==> src/verilog/light_regs_consts.vh <==
// register map, field positions and reset values of the sensor register slice
// assumes inclusion by the register slice and its bench only
`ifndef LIGHT_REGS_CONSTS_VH
`define LIGHT_REGS_CONSTS_VH

// register offsets on the serial register port
`define OFF_SENSOR_CONFIG_ONE 8'h90
`define OFF_REVISION_CODE 8'h91
`define OFF_DEVICE_TYPE_CODE 8'h92
`define OFF_EVENT_FLAGS 8'h93
`define OFF_CLEAR_RESULT_LOW 8'h94
`define OFF_CLEAR_RESULT_HIGH 8'h95
`define OFF_RED_RESULT_LOW 8'h96
`define OFF_RED_RESULT_HIGH 8'h97

// sensor_config_one fields
`define CFG_IR_SEL_BIT 6
`define CFG_CURRENT_NORM_BIT 5
`define CFG_GAIN_MSB 4
`define CFG_GAIN_LSB 0
`define CFG_RESET 8'h09

// event_flags bit positions
`define FLAG_LIGHT_SAT 7
`define FLAG_PROX_SAT 6
`define FLAG_PROX_THR 5
`define FLAG_LIGHT_THR 4
`define FLAG_CALIB_DONE 3
`define FLAG_ZERO_DEC 2
`define FLAG_SAT_EMIT_ON 1
`define FLAG_SAT_EMIT_OFF 0
`define FLAGS_RESET 8'h00
`define RESULT_RESET 8'h00

// light gain codes and their gain as a power of two
`define GAIN_CODE_1X 5'h01
`define GAIN_CODE_4X 5'h03
`define GAIN_CODE_16X 5'h05
`define GAIN_CODE_64X 5'h07
`define GAIN_CODE_128X 5'h08
`define GAIN_CODE_256X 5'h09
`define GAIN_CODE_512X 5'h0A

// serial port: default target address, arbitrary value
`define BUS_ADDR_DEFAULT 7'h2A
// identification values, arbitrary
`define REV_CODE_DEFAULT 3'h5
`define TYPE_CODE_DEFAULT 6'h2A

`endif

==> src/verilog/pin_sync.v <==
// two flip-flop synchroniser for pin levels entering the ref_clk domain
// assumes the inputs are asynchronous levels; output is safe to decode
`timescale 1ns/1ps
`default_nettype none

module pin_sync #(
  parameter WIDTH = 2,
  parameter [WIDTH-1:0] INIT = {WIDTH{1'b1}}
) (
  input wire ref_clk,
  input wire sys_rst,
  input wire [WIDTH-1:0] pin_in,
  output wire [WIDTH-1:0] pin_sync_out
);

  reg [WIDTH-1:0] meta_q;
  reg [WIDTH-1:0] sync_q;

  // first stage feeds only the second stage
  always @(posedge ref_clk) begin
    if (sys_rst) begin
      meta_q <= INIT;
      sync_q <= INIT;
    end else begin
      meta_q <= pin_in;
      sync_q <= meta_q;
    end
  end

  assign pin_sync_out = sync_q;

endmodule

`default_nettype wire

==> src/verilog/light_sensor_regs.v <==
// configuration, identification, event flag and result registers of the sensor,
// reached by a host over the two-wire serial port (scl input, sda open drain)
// assumes event inputs are one-cycle pulses and results are stable ref_clk logic
`timescale 1ns/1ps
`default_nettype none
`include "light_regs_consts.vh"

// How it works
// - ir select bit steers proximity diode into green converter, green diode off
// - gain bits 4:0 map codes 1,3,5,7,8,9,10 to gains; reset is 9
// - flag 7 sets on analog saturation of light and color results
// - flag 6 sets on ambient or reflective saturation in earlier proximity cycle
// - flag 5 sets when proximity passes thresholds for persistence count
// - flag 4 sets when clear light result passes thresholds for persistence
// - flag 3 sets when calibration finishes
// - flag 2 sets on zero result offset decrement with auto adjust on
// - flag 1 sets on front end saturation while emitter is on
// - flag 0 sets on front end saturation while emitter is off
// - writing one to a flag clears it, zero leaves it
// - with clear-on-read enabled, reading flags clears all eight afterwards
// - clear result low byte is readable, read only
// - clear result high byte is readable at next address
// - red result low byte is readable, read only
// - red result high byte is readable at next address
module light_sensor_regs #(
  parameter [6:0] BUS_ADDR = `BUS_ADDR_DEFAULT,
  parameter [2:0] REV_CODE = `REV_CODE_DEFAULT,
  parameter [5:0] TYPE_CODE = `TYPE_CODE_DEFAULT
) (
  input wire ref_clk,
  input wire sys_rst,
  input wire scl_in,
  input wire sda_in,
  output wire sda_out,
  output wire sda_oe,
  input wire light_analog_sat_evt,
  input wire prox_sat_evt,
  input wire prox_threshold_evt,
  input wire light_threshold_evt,
  input wire calib_done_evt,
  input wire zero_offset_dec_evt,
  input wire prox_sat_emitter_on_evt,
  input wire prox_sat_emitter_off_evt,
  input wire offset_auto_adjust,
  input wire flags_read_clear,
  input wire [15:0] clear_result,
  input wire [15:0] red_result,
  output wire ir_to_green_select,
  output wire green_diode_connect,
  output wire emitter_current_double,
  output wire [4:0] light_gain_code,
  output wire [3:0] light_gain_log2,
  output wire light_gain_valid,
  output wire [7:0] event_flags
);

  ////////////////////////////////////////////////////////////////////////////
  // state codes of the serial port engine
  localparam [3:0] ST_IDLE = 4'h0;
  localparam [3:0] ST_ADDR = 4'h1;
  localparam [3:0] ST_ACK_ADDR = 4'h2;
  localparam [3:0] ST_PTR = 4'h3;
  localparam [3:0] ST_ACK_BYTE = 4'h4;
  localparam [3:0] ST_WDATA = 4'h5;
  localparam [3:0] ST_RDATA = 4'h6;
  localparam [3:0] ST_HOST_ACK = 4'h7;

  ////////////////////////////////////////////////////////////////////////////
  // functions
  // gain as power of two; bit 4 marks a defined code
  function [4:0] gain_decode;
    input [4:0] code;
    begin
      case (code)
        `GAIN_CODE_1X: gain_decode = 5'h10;
        `GAIN_CODE_4X: gain_decode = 5'h12;
        `GAIN_CODE_16X: gain_decode = 5'h14;
        `GAIN_CODE_64X: gain_decode = 5'h16;
        `GAIN_CODE_128X: gain_decode = 5'h17;
        `GAIN_CODE_256X: gain_decode = 5'h18;
        `GAIN_CODE_512X: gain_decode = 5'h19;
        default: gain_decode = 5'h00;
      endcase
    end
  endfunction

  ////////////////////////////////////////////////////////////////////////////
  // pin synchronisation and bus conditions
  wire [1:0] pins_s;
  wire scl_s;
  wire sda_s;
  reg scl_p_q;
  reg sda_p_q;

  pin_sync #(
    .WIDTH(2),
    .INIT(2'h3)
  ) u_pin_sync (
    .ref_clk(ref_clk),
    .sys_rst(sys_rst),
    .pin_in({scl_in, sda_in}),
    .pin_sync_out(pins_s)
  );
  assign scl_s = pins_s[1];
  assign sda_s = pins_s[0];

  always @(posedge ref_clk) begin
    if (sys_rst) begin
      scl_p_q <= 1'b1;
      sda_p_q <= 1'b1;
    end else begin
      scl_p_q <= scl_s;
      sda_p_q <= sda_s;
    end
  end

  wire scl_rise = scl_s & ~scl_p_q;
  wire scl_fall = ~scl_s & scl_p_q;
  wire start_cond = scl_s & scl_p_q & sda_p_q & ~sda_s;
  wire stop_cond = scl_s & scl_p_q & ~sda_p_q & sda_s;

  ////////////////////////////////////////////////////////////////////////////
  // registers
  reg [7:0] cfg_q;
  reg [7:0] flags_q;
  reg [7:0] flags_d;
  reg [3:0] state_q;
  reg [3:0] bit_cnt_q;
  reg [7:0] shift_q;
  reg [7:0] ptr_q;
  reg host_nack_q;
  reg sda_oe_q;
  reg sda_out_q;
  reg ir_sel_q;
  reg green_conn_q;
  reg current_double_q;
  reg [4:0] gain_code_q;
  reg [3:0] gain_log2_q;
  reg gain_valid_q;
  wire [4:0] gain_dec = gain_decode(cfg_q[`CFG_GAIN_MSB:`CFG_GAIN_LSB]);

  // read data for the byte at the pointer; unmapped bytes read zero
  reg [7:0] rd_byte;
  always @* begin
    case (ptr_q)
      `OFF_SENSOR_CONFIG_ONE: rd_byte = cfg_q;
      `OFF_REVISION_CODE: rd_byte = {5'h00, REV_CODE};
      `OFF_DEVICE_TYPE_CODE: rd_byte = {TYPE_CODE, 2'h0};
      `OFF_EVENT_FLAGS: rd_byte = flags_q;
      `OFF_CLEAR_RESULT_LOW: rd_byte = clear_result[7:0];
      `OFF_CLEAR_RESULT_HIGH: rd_byte = clear_result[15:8];
      `OFF_RED_RESULT_LOW: rd_byte = red_result[7:0];
      `OFF_RED_RESULT_HIGH: rd_byte = red_result[15:8];
      default: rd_byte = 8'h00;
    endcase
  end

  // a byte is loaded into the shifter either when the address ack ends on a read or
  // when the host acknowledges the previous read byte
  wire load_rd = scl_fall & (((state_q == ST_ACK_ADDR) & shift_q[0]) |
                             ((state_q == ST_HOST_ACK) & ~host_nack_q));
  wire wr_done = scl_fall & (state_q == ST_WDATA) & (bit_cnt_q == 4'h8);
  wire wr_flags = wr_done & (ptr_q == `OFF_EVENT_FLAGS);
  wire rd_flags = load_rd & (ptr_q == `OFF_EVENT_FLAGS) & flags_read_clear;

  ////////////////////////////////////////////////////////////////////////////
  // event flags: a set in the clearing cycle wins
  reg [7:0] flag_set;
  reg [7:0] flag_clr;
  always @* begin
    flag_set = 8'h00;
    flag_set[`FLAG_LIGHT_SAT] = light_analog_sat_evt;
    flag_set[`FLAG_PROX_SAT] = prox_sat_evt;
    flag_set[`FLAG_PROX_THR] = prox_threshold_evt;
    flag_set[`FLAG_LIGHT_THR] = light_threshold_evt;
    flag_set[`FLAG_CALIB_DONE] = calib_done_evt;
    flag_set[`FLAG_ZERO_DEC] = zero_offset_dec_evt & offset_auto_adjust;
    flag_set[`FLAG_SAT_EMIT_ON] = prox_sat_emitter_on_evt;
    flag_set[`FLAG_SAT_EMIT_OFF] = prox_sat_emitter_off_evt;
    flag_clr = 8'h00;
    if (wr_flags) begin
      flag_clr = shift_q;
    end
    if (rd_flags) begin
      flag_clr = 8'hFF;
    end
    flags_d = (flags_q & ~flag_clr) | flag_set;
  end

  ////////////////////////////////////////////////////////////////////////////
  // configuration register and its decoded outputs
  always @(posedge ref_clk) begin
    if (sys_rst) begin
      cfg_q <= `CFG_RESET;
      flags_q <= `FLAGS_RESET;
      ir_sel_q <= 1'b0;
      green_conn_q <= 1'b1;
      current_double_q <= 1'b1;
      gain_code_q <= 5'h00;
      gain_log2_q <= 4'h0;
      gain_valid_q <= 1'b0;
    end else begin
      flags_q <= flags_d;
      // only the config byte stores writes; flags clear on written ones, identification and results ignore them
      if (wr_done & (ptr_q == `OFF_SENSOR_CONFIG_ONE)) begin
        cfg_q <= shift_q;
      end
      ir_sel_q <= cfg_q[`CFG_IR_SEL_BIT];
      green_conn_q <= ~cfg_q[`CFG_IR_SEL_BIT];
      current_double_q <= ~cfg_q[`CFG_CURRENT_NORM_BIT];
      gain_code_q <= cfg_q[`CFG_GAIN_MSB:`CFG_GAIN_LSB];
      gain_log2_q <= gain_dec[3:0];
      gain_valid_q <= gain_dec[4];
    end
  end

  ////////////////////////////////////////////////////////////////////////////
  // serial port engine: sample on scl rise, change sda on scl fall
  always @(posedge ref_clk) begin
    if (sys_rst) begin
      state_q <= ST_IDLE;
      bit_cnt_q <= 4'h0;
      shift_q <= 8'h00;
      ptr_q <= 8'h00;
      host_nack_q <= 1'b1;
      sda_oe_q <= 1'b0;
      sda_out_q <= 1'b0;
    end else if (start_cond) begin
      // repeated start keeps the pointer for a following read
      state_q <= ST_ADDR;
      bit_cnt_q <= 4'h0;
      sda_oe_q <= 1'b0;
    end else if (stop_cond) begin
      state_q <= ST_IDLE;
      sda_oe_q <= 1'b0;
    end else if (scl_rise) begin
      case (state_q)
        ST_ADDR, ST_PTR, ST_WDATA: begin
          shift_q <= {shift_q[6:0], sda_s};
          bit_cnt_q <= bit_cnt_q + 4'h1;
        end
        ST_HOST_ACK: begin
          host_nack_q <= sda_s;
        end
        default: begin
        end
      endcase
    end else if (scl_fall) begin
      case (state_q)
        ST_ADDR: begin
          if (bit_cnt_q == 4'h8) begin
            if (shift_q[7:1] == BUS_ADDR) begin
              state_q <= ST_ACK_ADDR;
              sda_oe_q <= 1'b1;
            end else begin
              state_q <= ST_IDLE;
            end
          end
        end
        ST_ACK_ADDR: begin
          bit_cnt_q <= 4'h0;
          if (shift_q[0]) begin
            state_q <= ST_RDATA;
            shift_q <= rd_byte;
            sda_oe_q <= ~rd_byte[7];
            bit_cnt_q <= 4'h1;
            ptr_q <= ptr_q + 8'h01;
          end else begin
            state_q <= ST_PTR;
            sda_oe_q <= 1'b0;
          end
        end
        ST_PTR: begin
          if (bit_cnt_q == 4'h8) begin
            ptr_q <= shift_q;
            state_q <= ST_ACK_BYTE;
            sda_oe_q <= 1'b1;
          end
        end
        ST_WDATA: begin
          if (bit_cnt_q == 4'h8) begin
            ptr_q <= ptr_q + 8'h01;
            state_q <= ST_ACK_BYTE;
            sda_oe_q <= 1'b1;
          end
        end
        ST_ACK_BYTE: begin
          state_q <= ST_WDATA;
          bit_cnt_q <= 4'h0;
          sda_oe_q <= 1'b0;
        end
        ST_RDATA: begin
          if (bit_cnt_q == 4'h8) begin
            state_q <= ST_HOST_ACK;
            sda_oe_q <= 1'b0;
          end else begin
            shift_q <= {shift_q[6:0], 1'b0};
            sda_oe_q <= ~shift_q[6];
            bit_cnt_q <= bit_cnt_q + 4'h1;
          end
        end
        ST_HOST_ACK: begin
          if (host_nack_q) begin
            // host ends the read; wait for stop or start
            state_q <= ST_IDLE;
          end else begin
            state_q <= ST_RDATA;
            shift_q <= rd_byte;
            sda_oe_q <= ~rd_byte[7];
            bit_cnt_q <= 4'h1;
            ptr_q <= ptr_q + 8'h01;
          end
        end
        default: begin
          state_q <= ST_IDLE;
          sda_oe_q <= 1'b0;
        end
      endcase
    end
  end

  ////////////////////////////////////////////////////////////////////////////
  // outputs
  assign sda_out = sda_out_q;
  assign sda_oe = sda_oe_q;
  assign ir_to_green_select = ir_sel_q;
  assign green_diode_connect = green_conn_q;
  assign emitter_current_double = current_double_q;
  assign light_gain_code = gain_code_q;
  assign light_gain_log2 = gain_log2_q;
  assign light_gain_valid = gain_valid_q;
  assign event_flags = flags_q;

endmodule

`default_nettype wire

==> config.mk <==
export PLATFORM = sky130hd
export DESIGN_NAME = light_sensor_regs
export DESIGN_NICKNAME = d
export VERILOG_FILES = /design/src/verilog/pin_sync.v /design/src/verilog/light_sensor_regs.v
export VERILOG_INCLUDE_DIRS = /design/src /design/src/verilog
export SDC_FILE = /design/constraint.sdc
export NUM_CORES = 1
export LEC_CHECK = 0
export BUFFER_PORTS_ARGS = -buffer_cell sky130_fd_sc_hd__buf_2
export CAP_MARGIN = 20
export CORE_MARGIN = 2
export CORE_UTILIZATION = 55
export DETAILED_ROUTE_END_ITERATION = 8
export GPL_TIMING_DRIVEN = 0
export PLACE_DENSITY = 0.89
export SYNTH_ARGS = -nofsm -noshare
export SYNTH_HDL_FRONTEND = slang
export SYNTH_SLANG_ARGS = --single-unit
==> constraint.sdc <==
create_clock -name ref_clk -period 5.3 [get_ports ref_clk]
set_clock_uncertainty 0.1 [all_clocks]
set_input_delay 0.53 -clock ref_clk [delete_from_list [all_inputs] [get_ports ref_clk]]
set_output_delay 0.53 -clock ref_clk [all_outputs]
set_load 0.1 [all_outputs]
==> run summary, run 1 <==
Crit path largest cell delay: 0.41 ns
Die ar.: 6950 um^2
Routed WL: 10080 um
CTS tree: done
First-pass GRT wire length: 16230 um
CTS Root Buffer Type: clkbuf_8
Post-synth cell types: 73
Fin util: 68.71%
Critical path class: reg -> reg
Post-DP HPWL: 7076 um
Worst IR drop on VDD: 0.3369 mV
RSZ-0062 raised after global routing: false
Top_reg_cell synth: dfxtp_1
Share of layout cells above drive strength 1: 26.03%
Final Cycle Share: 48.32%
# IOs: 69
Crit path launch type: flop
Post-synthesis sequential area ratio: 34.67%
Hold crit path type: in -> reg
FF+latch count, synth: 60
Initial Util: 57.83%
Drt pass-1 iters: 5
Sequence of cells on the critical path: inv_1 -> ha_1 -> buf_2 -> clkbuf_1 -> nor2b_1 -> nand4_2 -> mux2i_1 -> nand2_1
Power share of the sequential group: 43.7%
Status: completed
WP data arrival: 2.68 ns
Relative slew slack: 50.85%
Layout Cells excl Fill: 559
CP required: 5.42 ns
Max-slew violation count: 0
Worst path bufs/invs: 3
Port buffer count: 67
Vias in the first global route: 3353
P_int: 0.7631 mW
Max Clk Rate: 390.5 MHz
Final-stage net count: 534
Die X: 83.37 um
Worst skew pair latency: 0.36 ns
Via density: 6.317
PwrDens: 260.3 nW/um^2
Via count: 3531
Comb power frac: 12.2%
Hold wc startpoint: sda_in
Setup crit start: ptr_q[0]$_SDFFE_PP0P_
GRT Overall Usage: 29.09%
FILL cells: 465
Htree depth: 3
Hold_buf cts: 0
Net Sw Power: 0.3086 mW
Critical path's slowest cell: clkbuf_1
Clk pin slew, worst setup/hold paths: 0.08 ns
Area grow syn2layout: 18.82%
CTS Buffer Depth: 2
Post-Syn Area: 3465 um^2
Final Hold Viols: 0
Async SR Flop Fraction: 0%
WHS: 0.2591 ns
DP Area: 3894 um^2
Setup_tns: 0 ns
Antenna viol nets, final: 0
Max FO, Critical Path: 10
Max-cap violation count: 0
Setup crit end kind: flop
GPL Wtd Cong: 0.9756
Synth Warn #: 0
CP top delay family: buffers and inverters
Reg-to-Reg Start: ptr_q[0]$_SDFFE_PP0P_
Core area: 5991 um^2
# placed instances: 543
CTS Buf Count: 9
Cells after Synth: 401
Clock network power share: 44.1%
Register area: 1201 um^2
# clock sinks: 60
Minimum clock period: 2.561 ns
Design Area, Final: 4116 um^2
Synth Net Count: 456
Multi-input combinational cell area: 2049 um^2
Initial antenna violation count: 0
First-iteration detailed-routing DRC count: 418
Post-synth EDFFs: 0
Setup Buffers After CTS: 0
Final count of negative-setup-slack endpoints: 0
Grt ovf: 0
Switching share of power: 28.80%
Pleak: 1.656 nW
DRC: 0
Pin count of the biggest net entering global routing: 13
Post-cts sizing count: 0
# rows: 28
Slew @ Worst Pin: 0.7280 ns
Number of diodes: 0
Die Y: 83.37 um
Syn avg cell area: 8.640 um^2
Wire per inst: 18.02 um
-- synth_stat cells, drive strengths merged (5+ instances only) --
library cell | number | area (um^2)
a21oi | 17 | 85.08
nand2 | 48 | 180.2
nor2b | 14 | 87.58
a22oi | 18 | 135.1
a32o | 8 | 80.08
buf | 17 | 115.1
o21ai | 20 | 103.9
clkbuf | 13 | 50.04
or2 | 6 | 37.54
nand3 | 6 | 30.03
a2111oi | 6 | 83.83
inv | 12 | 45.04
ha | 9 | 112.6
a221oi | 7 | 102.6
a211oi | 6 | 50.05
mux2i | 12 | 120.1
o22ai | 5 | 31.28
nand2b | 9 | 56.30
dfxtp | 60 | 1201
a31oi | 8 | 50.05
nor2 | 33 | 126.4
-- cells by family (layout without fill, tap and decap cells) --
kind of cell | Yosys count | in the layout | synth area share [%]
AOI/OAI and AO/OA | 128 | 128 | 29.83
xor gates and xnor gates | 2 | 2 | 0.5057
adders and majority gates | 9 | 9 | 3.250
buffers and inverters | 43 | 126 | 6.175
DFF | 60 | 60 | 34.67
muxes | 13 | 13 | 3.792
other | 1 | 1 | 0.1082
and+or+nand+nor | 145 | 145 | 21.67
-- cell type report --
type	instances	area share [%]
buffer	30	4.012
tap	75	2.280
multi-input combinational	298	49.79
timing repair buffer	67	8.146
clock buffer	9	3.009
sequential	60	29.18
clock inverter	7	2.401
inverter	13	1.185
-- flip-flops by register name (all words and copies together), names as in the netlist, 2 cells and up --
name / count
cfg_q: 8
shift_q: 8
light_gain_log2: 4
ptr_q: 8
light_gain_code: 5
bit_cnt_q: 4
u_pin_sync.meta_q: 2
state_q: 3
u_pin_sync.pin_sync_out: 2
event_flags: 8
-- cells in the final DEF, fill, tap and decap left out, types with 4 or more instances in the layout --
cell       count
nand3_1        6
clkbuf_8       9
clkbuf_1      12
a211oi_1       5
a221o_1        4
a32o_1         8
a21oi_1       17
inv_1         12
mux2i_1       12
nand2b_1       9
nand3b_1       4
a2111oi_2      5
buf_2         75
ha_1           9
a31oi_1        8
a22o_1         4
or2_2          6
nor2_1        32
nand2_1       48
buf_6          4
a22oi_1       18
nor2b_1       14
dfxtp_1       60
o21ai_0       19
o22ai_1        5
a221oi_1       4
-- metal layers --
metal | track usage, % | share of wire, % | vias to the layer above
met5 | 0 | 0 | -
met4 | 16.10 | 3.4 | 0
met3 | 6.561 | 9.3 | 43
met2 | 45.82 | 47 | 217
met1 | 36.72 | 40 | 1630
li1 | - | - | 1641
-- metrics by stage --
| stage | total power [mW] | worst slack [ns] |
|---|---|---|
| 2_1_floorplan | 0.5719 | 3.311 |
| 3_3_place_gp | 0.6055 | 2.930 |
| 3_5_place_dp | 0.6073 | 2.857 |
| 4_1_cts | 1.072 | 2.813 |
| 5_1_grt | 1.099 | 2.624 |
| 6_report | 1.072 | 2.739 |
-- power by group through the flow --
stage	sequential (mW)	combinational, mW	clock, mW
global placement	0.478	0.127	0
floorplan	0.532	0.0402	0
detailed placement	0.478	0.129	0
finish	0.468	0.131	0.473
global route	0.469	0.137	0.493
CTS	0.468	0.130	0.474
-- final timing paths --
check | endpoint | slack, ns | cells past startpoint
max | cfg_q[0]$_SDFFE_PP1P_ | 2.74 | 8
min | u_pin_sync.meta_q[0]$_SDFF_PP1_ | 0.26 | 2
max reg2reg | cfg_q[0]$_SDFFE_PP1P_ | 2.74 | 8
min reg2reg | u_pin_sync.pin_sync_out[1]$_SDFF_PP1_ | 0.31 | 1
Power figures use the tool's default switching activity.
==> run 2: changes to the inputs <==
- CORE_UTILIZATION: 55 -> 50
- PLACE_DENSITY: 0.89 -> 0.85
- clock period: 5.3 -> 2.09 ns (I/O delays scaled with it)
==> run 2 against run 1 <==
Via count is 5.8% higher. Die area is 9.5% higher. Critical path depth is 2 lower. Maximum frequency is 19% higher. Final area is 7.9% higher. Largest cell class unchanged. Core utilization is 3.0 points lower. Clock power is 110% higher. First-iteration DRC count is 12% higher. Largest power group is now sequential cells. The run now ends with setup timing left. Global-route usage is 1.3 points lower. Wire length is 8.5% higher. Critical endpoint is now shift_q[5]$_SDFFE_PP0P_. Sequential power grew to 2.5 times the previous value.
==> run summary, run 2 (same netlist as run 1, synthesis figures left out) <==
Antenna viol nets, final: 0
Switching share of power: 30.99%
Worst skew pair latency: 0.36 ns
Drt pass-1 iters: 6
Final Cycle Share: 102.6%
WHS: 0.2848 ns
DRC: 0
Grt ovf: 0
Comb power frac: 14.3%
Hold crit path type: in -> reg
Max FO, Critical Path: 10
# IOs: 69
Critical path class: reg -> reg
CTS Buffer Depth: 2
CTS Root Buffer Type: clkbuf_8
Max Clk Rate: 466.3 MHz
PwrDens: 566.4 nW/um^2
Max-slew violation count: 0
Worst IR drop on VDD: 0.4363 mV
Post-DP HPWL: 7100 um
Routed WL: 10930 um
Setup crit end kind: flop
Most frequent cells in the layout: buf_2 (72), dfxtp_1 (54), nand2_1 (48), nor2_1 (32), a22oi_1 (18)
Power share of the sequential group: 47.1%
# rows: 30
Die Y: 87.24 um
# clock sinks: 60
Pleak: 1.788 nW
Initial antenna violation count: 0
Setup WS post-layout: -0.05464 ns
Design Power: 2.515 mW
WP data arrival: 2.30 ns
Vias in the first global route: 3463
Design Area, Final: 4441 um^2
Area grow syn2layout: 28.17%
Share of layout cells above drive strength 1: 30.95%
Minimum clock period: 2.145 ns
Status: complete, but fails checks
First-pass GRT wire length: 16530 um
Net Sw Power: 0.7796 mW
Slew @ Worst Pin: 0.7504 ns
Pre-CTS setup slack: -0.4223 ns
Clk pin slew, worst setup/hold paths: 0.08 ns
GRT Overall Usage: 27.74%
Clock network power share: 38.6%
Commonest non-fill, non-tap cell in the layout: buf_2
Via density: 6.399
Die X: 87.24 um
Final-stage net count: 554
First-iteration detailed-routing DRC count: 467
Number of diodes: 0
Initial Util: 51.28%
P_int: 1.736 mW
CTS tree: done
DP Area: 3900 um^2
Die ar.: 7611 um^2
Crit path launch type: flop
Fin util: 65.72%
Final Hold Viols: 0
Failing checks: setup timing
Wire per inst: 18.71 um
Max-cap violation count: 0
Relative slew slack: 49.98%
Via count: 3737
Core area: 6756 um^2
Final count of negative-setup-slack endpoints: 5
CTS Buf Count: 9
Htree depth: 3
Pin count of the biggest net entering global routing: 12
CP required: 2.25 ns
GPL Wtd Cong: 0.9754
Port buffer count: 67
run 2: power groups by stage:
| stage | registers (mW) | logic, mW | clock network, mW |
|---|---|---|---|
| after global routing | 1.19 | 0.377 | 1.02 |
| after detailed placement | 1.21 | 0.328 | 0 |
| final | 1.18 | 0.360 | 0.971 |
| after global placement | 1.21 | 0.325 | 0 |
| after CTS | 1.18 | 0.345 | 0.970 |
| after floorplan | 1.35 | 0.102 | 0 |
run 2: final timing paths:
| path | start | endpoint | slack [ns] | cells past startpoint |
|---|---|---|---|---|
| worst max-delay path | shift_q[0]$_SDFFE_PP0P_ | shift_q[5]$_SDFFE_PP0P_ | -0.05 | 6 |
| worst max register to register | shift_q[0]$_SDFFE_PP0P_ | shift_q[5]$_SDFFE_PP0P_ | -0.05 | 6 |
| worst min register to register | cfg_q[5]$_SDFFE_PP0P_ | emitter_current_double$_SDFF_PP1_ | 0.31 | 1 |
| worst min-delay path | sys_rst | event_flags[1]$_SDFF_PP0_ | 0.28 | 3 |
run 2: layer usage:
| metal | up-vias | GRT usage (%) | wire [um] |
|---|---|---|---|
| met4 | 0 | 11.89 | 471 |
| met1 | 1724 | 35.97 | 4310 |
| met5 | - | 0 | 0 |
| met2 | 280 | 43.80 | 5027 |
| met3 | 57 | 6.825 | 1117 |
| li1 | 1676 | - | - |
run 2: cell type report:
class / instances / area [um^2]
plain buffers: 28 / 185.2
well taps: 80 / 100.1
repair buffers: 89 / 540.5
inverters: 13 / 48.80
clock buffers: 11 / 141.4
fillers: 517 / 2316
multi-input cells: 298 / 2172
clock inverters: 5 / 36.28
flip-flops and latches: 60 / 1216
run 2: repair_timing:
item | in CTS | in global routing
endpoints found under the setup margin | 28 | 28
gates resized for setup | 22 | 26
hold buffers | 11 | 0
endpoints found under the hold margin | 10 | 0
cloned | 0 | 0
pin swaps | 5 | 13
setup buffers | 2 | 9
run 2: through the flow:
stage                     std cells  setup TNS (ns)
final                           584         -0.2100
after global routing            584         -0.2486
after CTS                       575               0
after detailed placement        548          -6.638
after global placement          548          -4.498
after floorplan                 401               0
run 2: worst max-delay path, stage by stage (launching register included):
cell	delay (ns)
dfxtp_1	0.40
buf_4	0.21
a21boi_0	0.38
o21ai_2	0.13
nor3_4	0.26
a22oi_1	0.17
a2111oi_2	0.38
